`src/logic/link_monitor_pkg.sv`:
```
// Constants for the link error-rate monitor: register map, fields, resets, timing.
// Assumes a 50 MHz core clock and byte addresses on a 32-bit register bus.
package link_monitor_pkg;
	localparam logic [15:0] MONITOR_CONTROL_OFS  = 16'h0560;
	localparam logic [15:0] LINK_UNRELIABLE_OFS  = 16'h0564;
	localparam logic [15:0] LINK_ERR_COUNT_OFS   = 16'h056c;
	localparam logic [15:0] ERR_RATE_THRESH_OFS  = 16'h5680;
	localparam logic [15:0] IRQ_STATUS_OFS       = 16'h0570;
	localparam logic [15:0] IRQ_MASK_OFS         = 16'h0574;

	localparam int CTRL_EN_BIT                   = 0;
	localparam int CTRL_TYPE_BIT                 = 1;
	localparam int FLAG_BIT                      = 0;
	localparam int THRESH_LSB                    = 0;
	localparam int THRESH_W                      = 8;
	localparam int PERIOD_LSB                    = 8;
	localparam int PERIOD_W                      = 24;
	localparam int IRQ_W                         = 2;
	localparam int IRQ_UNRELIABLE_BIT            = 0;
	localparam int IRQ_WINDOW_BIT                = 1;

	localparam logic [7:0]  THRESH_RESET         = 8'hff;
	localparam logic [23:0] PERIOD_RESET         = 24'h0fffff;

	localparam int US_NS                         = 1000;
	localparam int CLK_PERIOD_NS                 = 20;
	localparam int US_CYCLES                     = (US_NS + CLK_PERIOD_NS - 1) / CLK_PERIOD_NS;
	localparam int DIV_W                         = 8;
endpackage : link_monitor_pkg

```
`src/logic/link_error_rate_monitor.sv`:
```
// Error-rate monitor for one link port with an Avalon-MM register slave.
// Assumes error pulses and link-state levels come from logic on CORE_CLK.
//
// Behaviour
// - Flag can only set while the monitor enable bit is one.
// - Flag is sticky, cleared only by software writing one, resets to zero.
// - Threshold field bits 7:0, reset 0xff, minimum errors to judge unreliable.
// - Period field bits 31:8 gives the window length in microseconds.
// - Read-only eight-bit error counter, saturating instead of wrapping.
// - Error counter clears on retrain request or link passing through Detect.
// - Both counters clear when enable rises from zero to one.
// - Both counters hold once the link is judged unreliable, unless a retrain request, Detect or enable rise clears them.
// - Error counter restarts from zero when period count equals the period.
// - Period counter restarts from zero when it equals the period.
// - Counters keep running while the monitor is disabled.
// - Read-only 24-bit period counter advances once per microsecond, saturating.
// - Period counter clears on retrain request or full retrain through Detect.
// - Sticky enable bit turns the monitor on, resets to zero.
// - Type bit selects CRC errors or port-initiated L0-to-Recovery transitions.
`timescale 1ns/10ps
`default_nettype none
module link_error_rate_monitor
	import link_monitor_pkg::*;
#(
	parameter int TICK_CYCLES = US_CYCLES
) (
	input  wire logic        CORE_CLK,
	input  wire logic        SRST,
	input  wire logic [15:0] ADDRESS,
	input  wire logic        READ,
	input  wire logic        WRITE,
	input  wire logic [31:0] WRITEDATA,
	input  wire logic [3:0]  BYTEENABLE,
	output var  logic [31:0] READDATA,
	output var  logic        WAITREQUEST,
	output var  logic        IRQ,
	output var  logic        UNRELIABLE_LINK,
	input  wire logic        LCRC_ERROR,
	input  wire logic        RECOVERY_ERROR,
	input  wire logic        LINK_RETRAIN_REQUEST,
	input  wire logic        LINK_IN_DETECT
);

	function automatic logic [31:0] merge_bytes(input logic [31:0] old_val,
		input logic [31:0] new_val, input logic [3:0] be);
		logic [31:0] res;
		res = old_val;
		for (int i = 0; i < 4; i++) begin
			if (be[i]) begin
				res[i*8 +: 8] = new_val[i*8 +: 8];
			end
		end
		return res;
	endfunction : merge_bytes

	function automatic logic [23:0] inc_sat(input logic [23:0] value, input logic [23:0] max);
		return (value == max) ? value : value + 24'h000001;
	endfunction : inc_sat

	logic                  waitrequest_r;
	logic [31:0]           readdata_r;
	logic                  irq_r;
	logic                  enable_r;
	logic                  err_type_r;
	logic                  enable_prev_r;
	logic                  flag_r;
	logic                  flag_nxt;
	logic [THRESH_W-1:0]   threshold_r;
	logic [PERIOD_W-1:0]   period_r;
	logic [THRESH_W-1:0]   err_count_r;
	logic [THRESH_W-1:0]   err_count_nxt;
	logic [PERIOD_W-1:0]   window_count_r;
	logic [PERIOD_W-1:0]   window_count_nxt;
	logic [DIV_W-1:0]      div_r;
	logic                  tick_r;
	logic [IRQ_W-1:0]      irq_status_r;
	logic [IRQ_W-1:0]      irq_status_nxt;
	logic [IRQ_W-1:0]      irq_mask_r;

	wire                   access_ack;
	wire                   wr_ack;
	wire                   hit_ctrl;
	wire                   hit_flag;
	wire                   hit_count;
	wire                   hit_thresh;
	wire                   hit_irq_st;
	wire                   hit_irq_mk;
	wire [31:0]            rd_mux;
	wire [31:0]            thresh_word;
	wire [31:0]            thresh_new;
	wire [31:0]            ctrl_new;
	wire [31:0]            mask_new;
	wire                   err_event;
	wire                   enable_rise;
	wire                   counters_clear;
	wire                   window_end;
	wire                   judged;
	wire                   flag_set;
	wire                   flag_clear;
	wire [IRQ_W-1:0]       irq_set;
	wire [IRQ_W-1:0]       irq_clear;
	wire                   ctrl_wr;
	wire                   thresh_wr;
	wire                   mask_wr;
	wire [PERIOD_W-1:0]    err_count_inc;

	// One answer per request: waitrequest drops for exactly one cycle
	assign access_ack  = (READ | WRITE) & waitrequest_r;
	assign wr_ack      = WRITE & ~waitrequest_r;

	assign hit_ctrl    = (ADDRESS == MONITOR_CONTROL_OFS);
	assign hit_flag    = (ADDRESS == LINK_UNRELIABLE_OFS);
	assign hit_count   = (ADDRESS == LINK_ERR_COUNT_OFS);
	assign hit_thresh  = (ADDRESS == ERR_RATE_THRESH_OFS);
	assign hit_irq_st  = (ADDRESS == IRQ_STATUS_OFS);
	assign hit_irq_mk  = (ADDRESS == IRQ_MASK_OFS);
	assign ctrl_wr     = wr_ack & hit_ctrl;
	assign thresh_wr   = wr_ack & hit_thresh;
	assign mask_wr     = wr_ack & hit_irq_mk;

	assign thresh_word = {period_r, threshold_r};
	assign thresh_new  = merge_bytes(thresh_word, WRITEDATA, BYTEENABLE);
	assign ctrl_new    = merge_bytes({30'h0, err_type_r, enable_r}, WRITEDATA, BYTEENABLE);
	assign mask_new    = merge_bytes({30'h0, irq_mask_r}, WRITEDATA, BYTEENABLE);

	// Unmapped addresses read as zero and ignore writes
	assign rd_mux = hit_ctrl   ? {30'h0, err_type_r, enable_r} :
	                hit_flag   ? {31'h0, flag_r} :
	                hit_count  ? {window_count_r, err_count_r} :
	                hit_thresh ? thresh_word :
	                hit_irq_st ? {30'h0, irq_status_r} :
	                hit_irq_mk ? {30'h0, irq_mask_r} :
	                32'h0;

	// Event selection and counter control
	assign err_event      = err_type_r ? RECOVERY_ERROR : LCRC_ERROR;
	assign enable_rise    = enable_r & ~enable_prev_r;
	assign counters_clear = LINK_RETRAIN_REQUEST | LINK_IN_DETECT | enable_rise;
	assign window_end     = (window_count_r == period_r);
	assign judged         = flag_r;
	assign err_count_inc  = inc_sat(PERIOD_W'(err_count_r), PERIOD_W'({THRESH_W{1'b1}}));

	// Zero threshold or period is not guarded; software must avoid it
	assign flag_set   = enable_r & (err_count_r >= threshold_r);
	assign flag_clear = wr_ack & hit_flag & BYTEENABLE[0] & WRITEDATA[FLAG_BIT];

	assign irq_set[IRQ_UNRELIABLE_BIT] = flag_set & ~flag_r;
	assign irq_set[IRQ_WINDOW_BIT]     = window_end & ~judged & ~counters_clear;
	assign irq_clear = (wr_ack & hit_irq_st & BYTEENABLE[0]) ? WRITEDATA[IRQ_W-1:0] : '0;

	always_comb begin
		// Set beats a simultaneous software clear
		flag_nxt = flag_set | (flag_r & ~flag_clear);
		irq_status_nxt = irq_set | (irq_status_r & ~irq_clear);
	end

	always_comb begin
		// Disable does not stop counting, only the flag
		if (counters_clear) begin
			err_count_nxt    = '0;
			window_count_nxt = '0;
		end else if (judged) begin
			err_count_nxt    = err_count_r;
			window_count_nxt = window_count_r;
		end else if (window_end) begin
			err_count_nxt    = '0;
			window_count_nxt = '0;
		end else begin
			err_count_nxt    = err_count_r;
			window_count_nxt = window_count_r;
			if (err_event) begin
				err_count_nxt = err_count_inc[THRESH_W-1:0];
			end
			if (tick_r) begin
				window_count_nxt = inc_sat(window_count_r, {PERIOD_W{1'b1}});
			end
		end
	end

	// Microsecond tick; a one-cycle pulse, no second clock
	always_ff @(posedge CORE_CLK) begin
		if (SRST || div_r == DIV_W'(TICK_CYCLES - 1)) begin
			div_r <= '0;
		end else begin
			div_r <= div_r + DIV_W'(1);
		end
	end

	always_ff @(posedge CORE_CLK) begin
		tick_r <= ~SRST & (div_r == DIV_W'(TICK_CYCLES - 1));
	end

	always_ff @(posedge CORE_CLK) begin
		if (SRST) begin
			waitrequest_r <= 1'b1;
		end else begin
			waitrequest_r <= ~access_ack;
		end
	end

	// Holds the last answer so a late sampler still sees it
	always_ff @(posedge CORE_CLK) begin
		if (SRST) begin
			readdata_r <= '0;
		end else if (access_ack) begin
			readdata_r <= rd_mux;
		end
	end

	// Sticky fields share the only reset available here
	always_ff @(posedge CORE_CLK) begin
		if (SRST) begin
			enable_r <= 1'b0;
		end else if (ctrl_wr) begin
			enable_r <= ctrl_new[CTRL_EN_BIT];
		end
	end

	always_ff @(posedge CORE_CLK) begin
		if (SRST) begin
			err_type_r <= 1'b0;
		end else if (ctrl_wr) begin
			err_type_r <= ctrl_new[CTRL_TYPE_BIT];
		end
	end

	always_ff @(posedge CORE_CLK) begin
		if (SRST) begin
			threshold_r <= THRESH_RESET;
		end else if (thresh_wr) begin
			threshold_r <= thresh_new[THRESH_LSB +: THRESH_W];
		end
	end

	always_ff @(posedge CORE_CLK) begin
		if (SRST) begin
			period_r <= PERIOD_RESET;
		end else if (thresh_wr) begin
			period_r <= thresh_new[PERIOD_LSB +: PERIOD_W];
		end
	end

	always_ff @(posedge CORE_CLK) begin
		if (SRST) begin
			irq_mask_r <= '0;
		end else if (mask_wr) begin
			irq_mask_r <= mask_new[IRQ_W-1:0];
		end
	end

	always_ff @(posedge CORE_CLK) begin
		if (SRST) begin
			enable_prev_r <= 1'b0;
		end else begin
			enable_prev_r <= enable_r;
		end
	end

	always_ff @(posedge CORE_CLK) begin
		if (SRST) begin
			flag_r <= 1'b0;
		end else begin
			flag_r <= flag_nxt;
		end
	end

	always_ff @(posedge CORE_CLK) begin
		if (SRST) begin
			err_count_r <= '0;
		end else begin
			err_count_r <= err_count_nxt;
		end
	end

	always_ff @(posedge CORE_CLK) begin
		if (SRST) begin
			window_count_r <= '0;
		end else begin
			window_count_r <= window_count_nxt;
		end
	end

	always_ff @(posedge CORE_CLK) begin
		if (SRST) begin
			irq_status_r <= '0;
		end else begin
			irq_status_r <= irq_status_nxt;
		end
	end

	// Built from the next status so the line moves with the status bit
	always_ff @(posedge CORE_CLK) begin
		if (SRST) begin
			irq_r <= 1'b0;
		end else begin
			irq_r <= |(irq_status_nxt & irq_mask_r);
		end
	end

	assign READDATA        = readdata_r;
	assign WAITREQUEST     = waitrequest_r;
	assign IRQ             = irq_r;
	assign UNRELIABLE_LINK = flag_r;

endmodule : link_error_rate_monitor
`default_nettype wire

```
`config.mk`:
```
export PLATFORM = sky130hd
export DESIGN_NAME = link_error_rate_monitor
export DESIGN_NICKNAME = d
export VERILOG_FILES = /design/src/logic/link_monitor_pkg.sv /design/src/logic/link_error_rate_monitor.sv
export SDC_FILE = /design/constraint.sdc
export NUM_CORES = 1
export LEC_CHECK = 0
export ABC_CLOCK_PERIOD_IN_PS = 2890
export CORE_MARGIN = 5
export CORE_UTILIZATION = 45
export CTS_CLUSTER_SIZE = 30
export DETAILED_ROUTE_END_ITERATION = 6
export DONT_BUFFER_PORTS = 1
export SYNTH_ARGS = -nofsm -noshare
export SYNTH_HDL_FRONTEND = slang
export SYNTH_SLANG_ARGS = --single-unit
export TNS_END_PERCENT = 10
```
`constraint.sdc`:
```
create_clock -name CORE_CLK -period 2.89 [get_ports CORE_CLK]
set_input_delay 0.578 -clock CORE_CLK [delete_from_list [all_inputs] [get_ports CORE_CLK]]
set_output_delay 0.578 -clock CORE_CLK [all_outputs]
set_load 0.03 [all_outputs]
```
; Word-level counts from Yosys, hierarchy flattened
; Cells that the tools add are included.
[word_totals]
reg_bits = 115
in_bits = 60
output_inout_bits = 35
[op_classes]
addsub = 3
magnitude_cmp = 1
n_eq_ne = 12
mux = 14
bitwise_logic = 32
reduce_logical = 13
[op_table]
columns = cell, n
row1 = $mux W32, 4
row2 = $eq A16 B11 Y1 const B, 5
row3 = $mux W24, 3
row4 = $add A24 B1 Y24 const B, 1
row5 = $eq A24 B24 Y1, 1
row6 = $eq A24 B24 Y1 const B, 1
row7 = $mux W8, 3
row8 = $and A1 B1 Y1, 17
row9 = $add A8 B1 Y8 const B, 2
row10 = $eq A16 B15 Y1 const B, 1
row11 = $reduce_and A2 Y1, 6
row12 = $eq A8 B6 Y1 const B, 1
row13 = $eq A8 B8 Y1 const B, 1
row14 = $ge A8 B8 Y1, 1
row15 = $not A1 Y1, 7
row16 = $mux W2, 3
row17 = $reduce_and A3 Y1, 2
row18 = $and A2 B2 Y2, 2
row19 = $ne A2 B2 Y1 const B, 2
row20 = $or A1 B1 Y1, 4
row21 = $reduce_bool A2 Y1, 2
row22 = $reduce_or A2 Y1, 2
row23 = $not A2 Y2, 1
row24 = $or A2 B2 Y2, 1
row25 = 2 further kinds, 2

; Longest topological paths before layout
; Gate-level depths: netlist of the first run.
[logic_depth]
ltp_word = 10
depth_mapped = 8
depth_no_buf = 7

; Worst setup path before layout of the first run
; OpenSTA, ideal clock, no wires.
[synth_timing]
path_type = input port to flip-flop
from = input ADDRESS[4]
to = register threshold_r[5]
setup_time_ps = 120
arrival_ps = 2245
setup_slack_ps = 525
cell_stages = 8
path_buffers = 3
path_cell_list = clkbuf_1 -> or4bb_1 -> nor4_4 -> and3_1 -> buf_4 -> buf_6 -> nor2_1 -> a211o_1
[synth_via]
elab_chain_len = 3
[synth_lines]
columns = element, line
row1 = start: declaration, link_error_rate_monitor.sv:29  ; input wire logic [15:0] ADDRESS,
row2 = $eq A16 B15 Y1, link_error_rate_monitor.sv:114  ; assign hit_thresh = (ADDRESS == ERR_RATE_THRESH_OFS);
row3 = $and A1 B1 Y1, link_error_rate_monitor.sv:118  ; assign thresh_wr = wr_ack & hit_thresh;
row4 = $reduce_and A2 Y1 (no source line), --
row5 = end signal: assignment, link_error_rate_monitor.sv:231  ; threshold_r <= thresh_new[THRESH_LSB +: THRESH_W];
row6 = end: declaration, link_error_rate_monitor.sv:68  ; logic [THRESH_W-1:0] threshold_r;
; No other way between the ends.
; A chain may end at the register's enable or synchronous reset.

; Worst setup path after layout of the first run
[layout_timing]
from = register window_count_r[2]
to = register window_count_r[8]
[layout_via]
elab_chain_len = 4
[layout_lines]
columns = element, line
row1 = start: declaration, link_error_rate_monitor.sv:72  ; logic [PERIOD_W-1:0] window_count_r;
row2 = start signal: assignment, link_error_rate_monitor.sv:279  ; window_count_r <= window_count_nxt;
row3 = $add A24 B1 Y24, link_error_rate_monitor.sv:57  ; return (value == max) ? value : value + 24'h000001;
row4 = $mux W24, link_error_rate_monitor.sv:57
row5 = $mux W24, link_error_rate_monitor.sv:174  ; if (tick_r) begin
row6 = $mux W24, link_error_rate_monitor.sv:165  ; end else if (window_end) begin
; Parallel ways exist; a longest one is shown, timed or not. The select of a mux whose other input is x is not followed.

==> flow_summary.yaml, run 1 <==
status:
  outcome: "completed"
sta:
  setup_viol: 0
  grt_setup_unrepaired: "no"
  slew_headroom_pct: 48.5
  tightest_slew_ns: 0.765
  hold_viol: 0
  skew_ns: 0.00626
  fmax_mhz: 456
  finalCriticalPeriod_ns: 2.19
  report.final.slew_viol_count: 0
  post-route-period-util_pct: 75.9
  fin_tns_setup_ns: 0
worst_hold_path:
  hold_class: "input pin to flip-flop"
  hp-start: "SRST"
floorplan:
  boundaryPins: 95
  rows: 40
  start_util_pct: 46.1
  die_area_um2: 14600
  die_w_um: 121
  die_height_um: 121
  core_um2: 12000
cells_and_area:
  nNetsFinal: 698
  stdcell_area_um2: 6180
  drive_above_1_share_pct: 8.65
  syn2layout_area_growth_pct: 11.7
  instances_no_fill: 783
  antenna_cells: 0
worst_setup_path:
  cp.arrival_ns: 2.48
  setup.worst_path.start_class: "flip-flop"
  crit_path_max_fanout: 12
  worstPathRequired_ns: 3.18
  cpMaxStageDelayCell: "nor4_4"
  worst-path-buf-inv: 1
  end_kind: "flip-flop"
  crit_start: "window_count_r[2]$_SDFFE_PP0P_"
  cp_top_family: "simple AND/OR/NAND/NOR gates"
  worstSetupPathType: "flip-flop to flip-flop"
  max_stage_delay_ns: 0.70
  crit_chain: "nand4_1 > nor4_4 > buf_4 > a21oi_1 > xnor2_1 > nor2_1"
  rr_startpoint: "window_count_r[2]$_SDFFE_PP0P_"
global_routing:
  grt_start_max_net_pins: 51
  grt_pass1_vias: 4437
  antenna_found_initial: 0
  grt-ovfl-total: 0
  grt_first_pass_wirelength_mm: 22.9
  grtUsageTotal_pct: 19.9
synthesis:
  yosys_warnings: 0
  post-synth-top-area-fraction_pct: 41.6
  synthesis.instances: 635
  ys_top_cells_by_area: "dfxtp_1, xor2_1, nand2_1"
  yosys.area.top_type: "dfxtp_1"
  ys.flop_type: "dfxtp_1"
  ys_types: 58
  yosys_register_bits: 115
  synth_nets: 707
  seq_area_frac_synth_pct: 41.6
  syn_area_per_cell_um2: 8.72
  synthTopCellsByCount: "dfxtp_1, nand2_1, nor2_1"
  synth_area_um2: 5530
  async_flop_share_pct: 0
  synth_edf_count: 0
  yosys.cell_count.top_type: "dfxtp_1"
clocking:
  cts_tree: "built"
  htree_levels: 4
  clk_pin_slew_ns: 0.05
  clk_path_buf_depth: 2
  cts_hold_buf: 0
  cts_resized: 0
  post_cts_buffers: 0
  worstSkewPairLatency_ns: 0.41
  cts_root_buffer: "clkbuf_16"
  clock-sinks: 115
  numCtsBuffers: 17
pwr:
  leakagePower_uw: 0.00230
  p_per_area_nw_per_um2: 575
  vdd_drop_max_v: 0.000494
placed_design:
  placed_cells: 754
  io_buffers: 0
  post-dp-hpwl_mm: 10.3
  gp_congestion: 0.835
  place_area_um2: 5650
routing:
  antenna_left: 0
  wl_per_cell_um: 18.4
  viasPerCell: 5.85
  drt_first_pass_iters: 5
  drt_wl_total_mm: 14.4
  drc: 0
  num_vias: 4578
  drtIter0Drc: 235
job:
  cap_violations: 0
path summary, 6_finish.rpt:
check                                   end  slack, ns  depth (start not counted)
max          window_count_r[8]$_SDFFE_PP0P_       0.70                          6
min               period_r[23]$_SDFFE_PP0P_       0.24                          1
max reg2reg  window_count_r[8]$_SDFFE_PP0P_       0.70                          6
min reg2reg                  IRQ$_SDFF_PP0_       0.49                          2
placed cells by master (no fill, tap or decap), types with 5 or more instances in the layout:
cell	instances
dfxtp_1	115
nand2_1	75
nor2_1	59
xor2_1	36
a22oi_1	30
o21ai_0	28
xnor2_1	23
nand4_1	21
nand3_1	20
nand3b_1	18
clkbuf_16	17
inv_1	15
a21oi_1	15
and3_1	13
a211o_1	13
ha_1	12
buf_4	12
mux2i_1	10
nor4_1	9
a211oi_1	9
nor2b_1	9
and4_1	6
clkinv_2	6
or2_2	5
o21ai_1	5
clkbuf_8	5
registers in the layout, indices dropped and copies added (netlist names), 2 cells and up:
signal,count
err_count_r,8
threshold_r,8
div_r,8
window_count_r,24
irq_status_r,2
period_r,24
irq_mask_r,2
READDATA,32
per-stage QoR:
stage | setup WS [ns] | hold WS, ns | power (uW) | utilization (%)
2_1_floorplan | 0.525 | 0.453 | 1700 | -
3_3_place_gp | 0.390 | 0.478 | 1710 | 47.1
3_5_place_dp | 0.358 | 0.481 | 1710 | 47.1
4_1_cts | 0.691 | 0.224 | 3590 | 51.4
5_1_grt | 0.546 | 0.225 | 3660 | 51.4
6_report | 0.697 | 0.244 | 3550 | 51.4
cell type report:
cell class | instances | area [um^2]
clock inverters | 6 | 30.0
well taps | 147 | 184
flip-flops and latches | 115 | 2300
clock buffers | 23 | 498
multi-input cells | 465 | 3020
inverters | 15 | 56.3
repair buffers | 12 | 90.1
fillers | 1145 | 5830
kinds of logic after synthesis:
logic type | share of synthesized area [%]
AND/OR/NAND/NOR | 25.6
AO/OA/AOI/OAI | 14.6
flip-flops | 41.6
XOR/XNOR | 9.34
buffers and inverters | 4.16
adder cells (fa/ha/maj) | 2.71
multiplexers | 2.01
worst reg2reg max path, cell delays in order, from the launching register on:
cell and delay (ns):
dfxtp_1 0.48, nand4_1 0.31, nor4_4 0.70, buf_4 0.27, a21oi_1 0.09, xnor2_1 0.17, nor2_1 0.06
layer usage:
| layer | global-route usage (%) | vias up | wire length (um) |
|---|---|---|---|
| met5 | 0 | - | 0 |
| met4 | 6.59 | 0 | 241 |
| met3 | 7.18 | 21 | 838 |
| met2 | 33.8 | 108 | 7060 |
| met1 | 23.3 | 2204 | 6280 |
| li1 | - | 2245 | - |
power by group:
part / switching, uW / internal (uW) / leakage, uW
clock network: 687 / 1180 / 0.000270
logic: 47.6 / 28.6 / 0.00110
registers: 11.4 / 1590 / 0.000928
Note: power is estimated with default switching activity, not from simulation.
==> run 2: changes to the inputs <==
--- a/config.mk
+++ b/config.mk
@@ -5,7 +5,8 @@
 export SDC_FILE = /design/constraint.sdc
 export NUM_CORES = 1
 export LEC_CHECK = 0
-export ABC_CLOCK_PERIOD_IN_PS = 2890
+export ABC_AREA = 1
+export ABC_CLOCK_PERIOD_IN_PS = 2150
 export CORE_MARGIN = 5
 export CORE_UTILIZATION = 45
 export CTS_CLUSTER_SIZE = 30
==> constraint.sdc (replaced) <==
create_clock -name CORE_CLK -period 2.15 [get_ports CORE_CLK]
set_input_delay 0.43 -clock CORE_CLK [delete_from_list [all_inputs] [get_ports CORE_CLK]]
set_output_delay 0.43 -clock CORE_CLK [all_outputs]
set_load 0.03 [all_outputs]
==> flow_summary.yaml, run 2 <==
cells_and_area:
  drive_above_1_share_pct: 13.2
  final_util_pct: 51.0
  largest_reg_flops: 32
  syn2layout_area_growth_pct: 12.1
  multi_input_area_um2: 3780
  layout_commonest_cell: "nand2_1"
  nNetsFinal: 1097
  final_cell_mix: "nand2_1, nand3_1, inv_1, dfxtp_1, nor2_1"
  regArea_um2: 2300
  fill_cells: 1519
synthesis:
  synth_nets: 1092
  yosys_register_bits: 115
  post-synth-top-area-fraction_pct: 33.7
  synth_simple_gate_area_share_pct: 34.8
  yosys_warnings: 0
  synthTopCellsByCount: "nand2_1, nand3_1, inv_1"
  synthAdderAreaFrac_pct: 2.19
  synth_edf_count: 0
  yosys.cell_count.top_type: "nand2_1"
  synth-xor-area-share_pct: 4.48
  synth_top_family_by_area: "simple AND/OR/NAND/NOR gates"
  synthesis.instances: 1020
  ys.flop_type: "dfxtp_1"
  seq_area_frac_synth_pct: 33.7
  ys_top_cells_by_area: "dfxtp_1, nand2_1, nand3_1"
  synth_area_um2: 6840
  syn_area_per_cell_um2: 6.71
  synthMuxAreaShare_pct: 0
  ys_types: 39
  yosys.area.top_type: "dfxtp_1"
  synth_compound_area_share_pct: 13.6
  async_flop_share_pct: 0
worst_setup_path:
  worstSetupPathType: "flip-flop to flip-flop"
  reg2reg_depth: 11
  crit_path_max_fanout: 33
  r2r-end: "IRQ$_SDFF_PP0_"
  cp.arrival_ns: 2.35
  rr_startpoint: "window_count_r[16]$_SDFFE_PP0P_"
  rrSetupSlack_ns: 0.17
  setup.worst_path.start_class: "flip-flop"
  worstPathRequired_ns: 2.52
  crit_start: "window_count_r[16]$_SDFFE_PP0P_"
  end_kind: "flip-flop"
pwr:
  vdd_drop_max_v: 0.000577
  pwr-share-comb_pct: 3.0
  clockPowerShare_pct: 53.9
  seqPwrFrac_pct: 43.1
  p_per_area_nw_per_um2: 651
  leakagePower_uw: 0.00340
  netSwitchingFraction_pct: 23.6
  switchingPower_uw: 1180
  intPower_uw: 3820
floorplan:
  core_um2: 15000
  start_util_pct: 45.5
  die_w_um: 133
  die_area_um2: 17800
  rows: 45
  die_height_um: 133
  boundaryPins: 95
job:
  cap_violations: 0
global_routing:
  grt_pass1_vias: 5893
  grt_first_pass_wirelength_mm: 30.3
  grt-busiest-layer: "met2"
  antenna_found_initial: 3
  grtUsageTotal_pct: 21.2
  use_met2_pct: 32.4
  grt-ovfl-total: 0
  met3_usage_pct: 4.68
  met1_usage_pct: 29.6
  grt_start_max_net_pins: 57
sta:
  fmax_mhz: 505
  hold_viol: 0
  skew_ns: 0.0106
  finalCriticalPeriod_ns: 1.98
  slew_headroom_pct: 44.6
  post-route-period-util_pct: 92.1
  grt_setup_unrepaired: "no"
  report.final.slew_viol_count: 0
  setup_viol: 0
  fin_tns_setup_ns: 0
  tightest_slew_ns: 0.831
clocking:
  worstSkewPairLatency_ns: 0.43
  htree_levels: 4
  clk_path_buf_depth: 2
  cts_root_buffer: "clkbuf_16"
  clk_pin_slew_ns: 0.06
  clock-sinks: 115
  cts_hold_buf: 0
  numCtsBuffers: 17
  cts_tree: "built"
placed_design:
  post-dp-hpwl_mm: 13.7
  gp_congestion: 0.953
  io_buffers: 0
worst_hold_path:
  hold_class: "input pin to flip-flop"
  hp-start: "SRST"
  hold_depth: 1
  min_to: "irq_mask_r[0]$_SDFFE_PP0P_"
routing:
  drt_first_pass_iters: 7
  antenna_left: 0
  drc: 0
  viasPerCell: 5.23
  drtIter0Drc: 491
  num_vias: 6426
  drt_wl_total_mm: 19.0
  wl_per_cell_um: 15.4
status:
  outcome: "completed"
-- run 2: worst max-delay path, stage by stage (launching register included) --
cell     delay (ns)
dfxtp_1        0.46
inv_2          0.09
nand2_1        0.06
nand2_1        0.06
a21oi_1        0.11
nand2_1        0.10
nor2_2         0.22
nand3_2        0.17
buf_4          0.30
o21ai_1        0.21
nand2_1        0.07
nand2_1        0.05
-- run 2: stage by stage --
stage / hold WS, ns / total power (uW) / setup slack [ns] / area (um^2) / cells
final: 0.0918 / 5000 / 0.170 / 7670 / 1229
after floorplan: 0.434 / 2310 / 0.509 / 6840 / 1020
after global routing: 0.0718 / 5180 / 0.00582 / 7670 / 1229
after detailed placement: 0.456 / 2350 / 0.0330 / 7060 / 1192
after global placement: 0.451 / 2350 / 0.0679 / 7060 / 1192
after CTS: 0.0644 / 5040 / 0.0746 / 7620 / 1224
-- run 2: final cells by class --
type,count,area share [%]
Multi-Input combinational cell,726,49.3
Sequential cell,115,30.0
Inverter,132,6.46
Clock buffer,19,5.91
Timing Repair Buffer,33,3.72
Tap cell,188,3.07
Clock inverter,13,1.44
Antenna cell,3,0.0979
-- run 2: worst max path at each step --
stage | to | slack (ns)
2_1_floorplan | window_count_r[10]$_SDFFE_PP0P_ | 0.51
3_3_place_gp | period_r[1]$_SDFFE_PP1P_ | 0.07
3_5_place_dp | period_r[5]$_SDFFE_PP1P_ | 0.03
4_1_cts | window_count_r[3]$_SDFFE_PP0P_ | 0.07
5_1_grt | IRQ$_SDFF_PP0_ | 0.006
6_report | IRQ$_SDFF_PP0_ | 0.17
-- run 2: what timing repair did --
item / in CTS / in global routing
setup endpoints to repair: 0 / 23
resized for setup: 0 / 2
buffers inserted: 0 / 2
hold endpoints to repair: 0 / 0
-- run 2: power by group through the flow --
stage / clock (uW) / sequential (uW) / combinational [uW]
after global placement: 0 / 2200 / 148
after detailed placement: 0 / 2200 / 148
after floorplan: 0 / 2200 / 113
final: 2690 / 2150 / 148
after global routing: 2860 / 2150 / 164
after CTS: 2730 / 2150 / 149
-- run 2: logic make-up (layout without fill, tap and decap cells) --
| kind of cell | Yosys count | after routing |
|---|---|---|
| AOI/OAI and AO/OA | 152 | 152 |
| and+or+nand+nor | 527 | 527 |
| adders and majority gates | 12 | 12 |
| xor gates and xnor gates | 35 | 35 |
| other | 0 | 3 |
| buffers and inverters | 179 | 197 |
| DFF | 115 | 115 |
-- run 2: routing by layer --
| layer | vias up | wire length (um) |
|---|---|---|
| li1 | 3325 | - |
| met1 | 2928 | 9210 |
| met2 | 146 | 8460 |
| met3 | 27 | 922 |
| met4 | 0 | 388 |
| met5 | - | 0 |
==> run 3: changes to the inputs <==
--- a/config.mk
+++ b/config.mk
@@ -12,6 +12,7 @@
 export CTS_CLUSTER_SIZE = 30
 export DETAILED_ROUTE_END_ITERATION = 6
 export DONT_BUFFER_PORTS = 1
+export GPL_TIMING_DRIVEN = 0
 export SYNTH_ARGS = -nofsm -noshare
 export SYNTH_HDL_FRONTEND = slang
 export SYNTH_SLANG_ARGS = --single-unit
==> flow_summary.yaml, run 3 (synthesized netlist as in run 2, its figures left out) <==
worst_setup_path:
  crit_path_max_fanout: 10
  path_common_cell: "nand2_2"
  end_kind: "flip-flop"
  reg2reg_depth: 11
  worstSetupPathType: "flip-flop to flip-flop"
  r2r-end: "window_count_r[17]$_SDFFE_PP0P_"
  crit_chain: "ha_2 > nand2_1 > inv_1 > nand2_2 > nor2_4 > nand4_2 > nand3_4 > nand2_4 > buf_8 > nand2_2 > a21oi_2"
  max_stage_delay_ns: 0.47
  setup.worst_path.start_class: "flip-flop"
  worstPathRequired_ns: 2.42
  rr_startpoint: "window_count_r[1]$_SDFFE_PP0P_"
  cp_top_family: "simple AND/OR/NAND/NOR gates"
  cpMaxStageDelayCell: "dfxtp_1"
  worst-path-buf-inv: 2
  rrSetupSlack_ns: 0.13
  cp.arrival_ns: 2.29
sta:
  post-route-period-util_pct: 93.9
  fmax_mhz: 495
  report.final.slew_viol_count: 0
  tightest_slew_ns: 0.821
  setup_viol: 0
  grt_setup_unrepaired: "no"
  finalCriticalPeriod_ns: 2.02
  skew_ns: 0.00716
  slew_headroom_pct: 45.2
  hold_viol: 0
floorplan:
  start_util_pct: 45.5
  boundaryPins: 95
  core_um2: 15000
  die_area_um2: 17800
  die_height_um: 133
  die_w_um: 133
  rows: 45
job:
  cap_violations: 0
cells_and_area:
  stdcell_area_um2: 7680
  drive_above_1_share_pct: 12.8
  syn2layout_area_growth_pct: 12.3
  nNetsFinal: 1110
  layout_commonest_cell: "nand2_1"
  final_util_pct: 51.1
  final_cell_mix: "nand2_1, nand3_1, inv_1, dfxtp_1, nor2_1"
  largest_reg_flops: 32
worst_hold_path:
  min_to: "threshold_r[7]$_SDFFE_PP1P_"
  hp-start: "WRITEDATA[7]"
  hold_depth: 2
  hold_class: "input pin to flip-flop"
routing:
  drtIter0Drc: 509
  viasPerCell: 5.29
  drt_wl_total_mm: 20.4
  drc: 0
  antenna_left: 0
  drt_first_pass_iters: 5
  wl_per_cell_um: 16.4
  num_vias: 6559
clocking:
  htree_levels: 4
  clock-sinks: 115
  clk_path_buf_depth: 2
  cts_hold_buf: 0
  cts_tree: "built"
  post_cts_buffers: 0
  numCtsBuffers: 17
  worstSkewPairLatency_ns: 0.42
  cts_root_buffer: "clkbuf_16"
  clk_pin_slew_ns: 0.06
global_routing:
  antenna_found_initial: 2
  grt_pass1_vias: 6030
  grtUsageTotal_pct: 22.9
  grt-ovfl-total: 0
  grt_first_pass_wirelength_mm: 32.3
  grt_start_max_net_pins: 17
pwr:
  p_per_area_nw_per_um2: 675
  vdd_drop_max_v: 0.000508
  leakagePower_uw: 0.00339
placed_design:
  post-dp-hpwl_mm: 15.6
  place_area_um2: 7080
  gp_congestion: 0.939
  io_buffers: 0
status:
  outcome: "completed"
==> run 3: cell count changes in the layout (fill, tap and decap cells not counted), moves of 2 or more <==
cell        change
clkbuf_1       +16
buf_4          -25
buf_6           +5
buf_12          -3
clkinvlp_4      -2
bufinv_16       +2
buf_2          +19
buf_8           +2
==> run 3: worst reg2reg max path, cell delays in order (launching register included) <==
cell,delay (ns)
dfxtp_1,0.47
ha_2,0.31
nand2_1,0.07
inv_1,0.08
nand2_2,0.12
nor2_4,0.16
nand4_2,0.14
nand3_4,0.15
nand2_4,0.10
buf_8,0.17
nand2_2,0.07
a21oi_2,0.05
==> run 3: how the worst max path moves through the flow <==
stage | startpoint | to | slack, ns | cells past startpoint
after CTS | window_count_r[1]$_SDFFE_PP0P_ | window_count_r[16]$_SDFFE_PP0P_ | 0.06 | 11
final | window_count_r[1]$_SDFFE_PP0P_ | window_count_r[17]$_SDFFE_PP0P_ | 0.13 | 11
after detailed placement | LINK_IN_DETECT | err_count_r[3]$_SDFFE_PP0P_ | -0.20 | 5
after floorplan | window_count_r[1]$_SDFFE_PP0P_ | window_count_r[10]$_SDFFE_PP0P_ | 0.51 | 11
after global placement | LINK_IN_DETECT | err_count_r[5]$_SDFFE_PP0P_ | -0.18 | 5
after global routing | err_count_r[1]$_SDFFE_PP0P_ | err_count_r[1]$_SDFFE_PP0P_ | 0.01 | 10
==> run 3: what timing repair did <==
action,in CTS,in global routing
endpoints found under the setup margin,20,19
hold endpoints to repair,0,0
gates resized for setup,1,4
==> run 3: report_power, final <==
group	internal (uW)	switching, uW	total, uW
registers	2140	14.7	2160
logic	35.0	138	173
clock network	1860	992	2860
total	4040	1140	5190
==> run 3: routing by layer <==
layer | vias to the layer above | routed length, um | track usage, %
met5 | - | 0 | 0
met4 | 0 | 416 | 8.06
met3 | 29 | 968 | 4.49
met2 | 158 | 9180 | 35.5
met1 | 3021 | 9800 | 31.8
li1 | 3351 | - | -
==> run 3: per-stage QoR <==
stage,std cells,TNS [ns],hold WS (ns),setup WS (ns),total power (uW)
6_report,1240,0,0.158,0.131,5190
5_1_grt,1240,0,0.160,0.0136,5360
4_1_cts,1239,0,0.146,0.0587,5230
3_5_place_dp,1208,-3.57,0.455,-0.204,2370
3_3_place_gp,1208,-3.15,0.450,-0.184,2370
2_1_floorplan,1020,0,0.434,0.509,2310
==> run 3: area by class of cell <==
type / count / area, um^2
multi-input cells: 726 / 3770
flip-flops and latches: 115 / 2300
inverters: 132 / 495
clock inverters: 10 / 133
plain buffers: 46 / 277
diodes: 2 / 5.00
well taps: 188 / 235
fillers: 1558 / 7350
clock buffers: 21 / 460
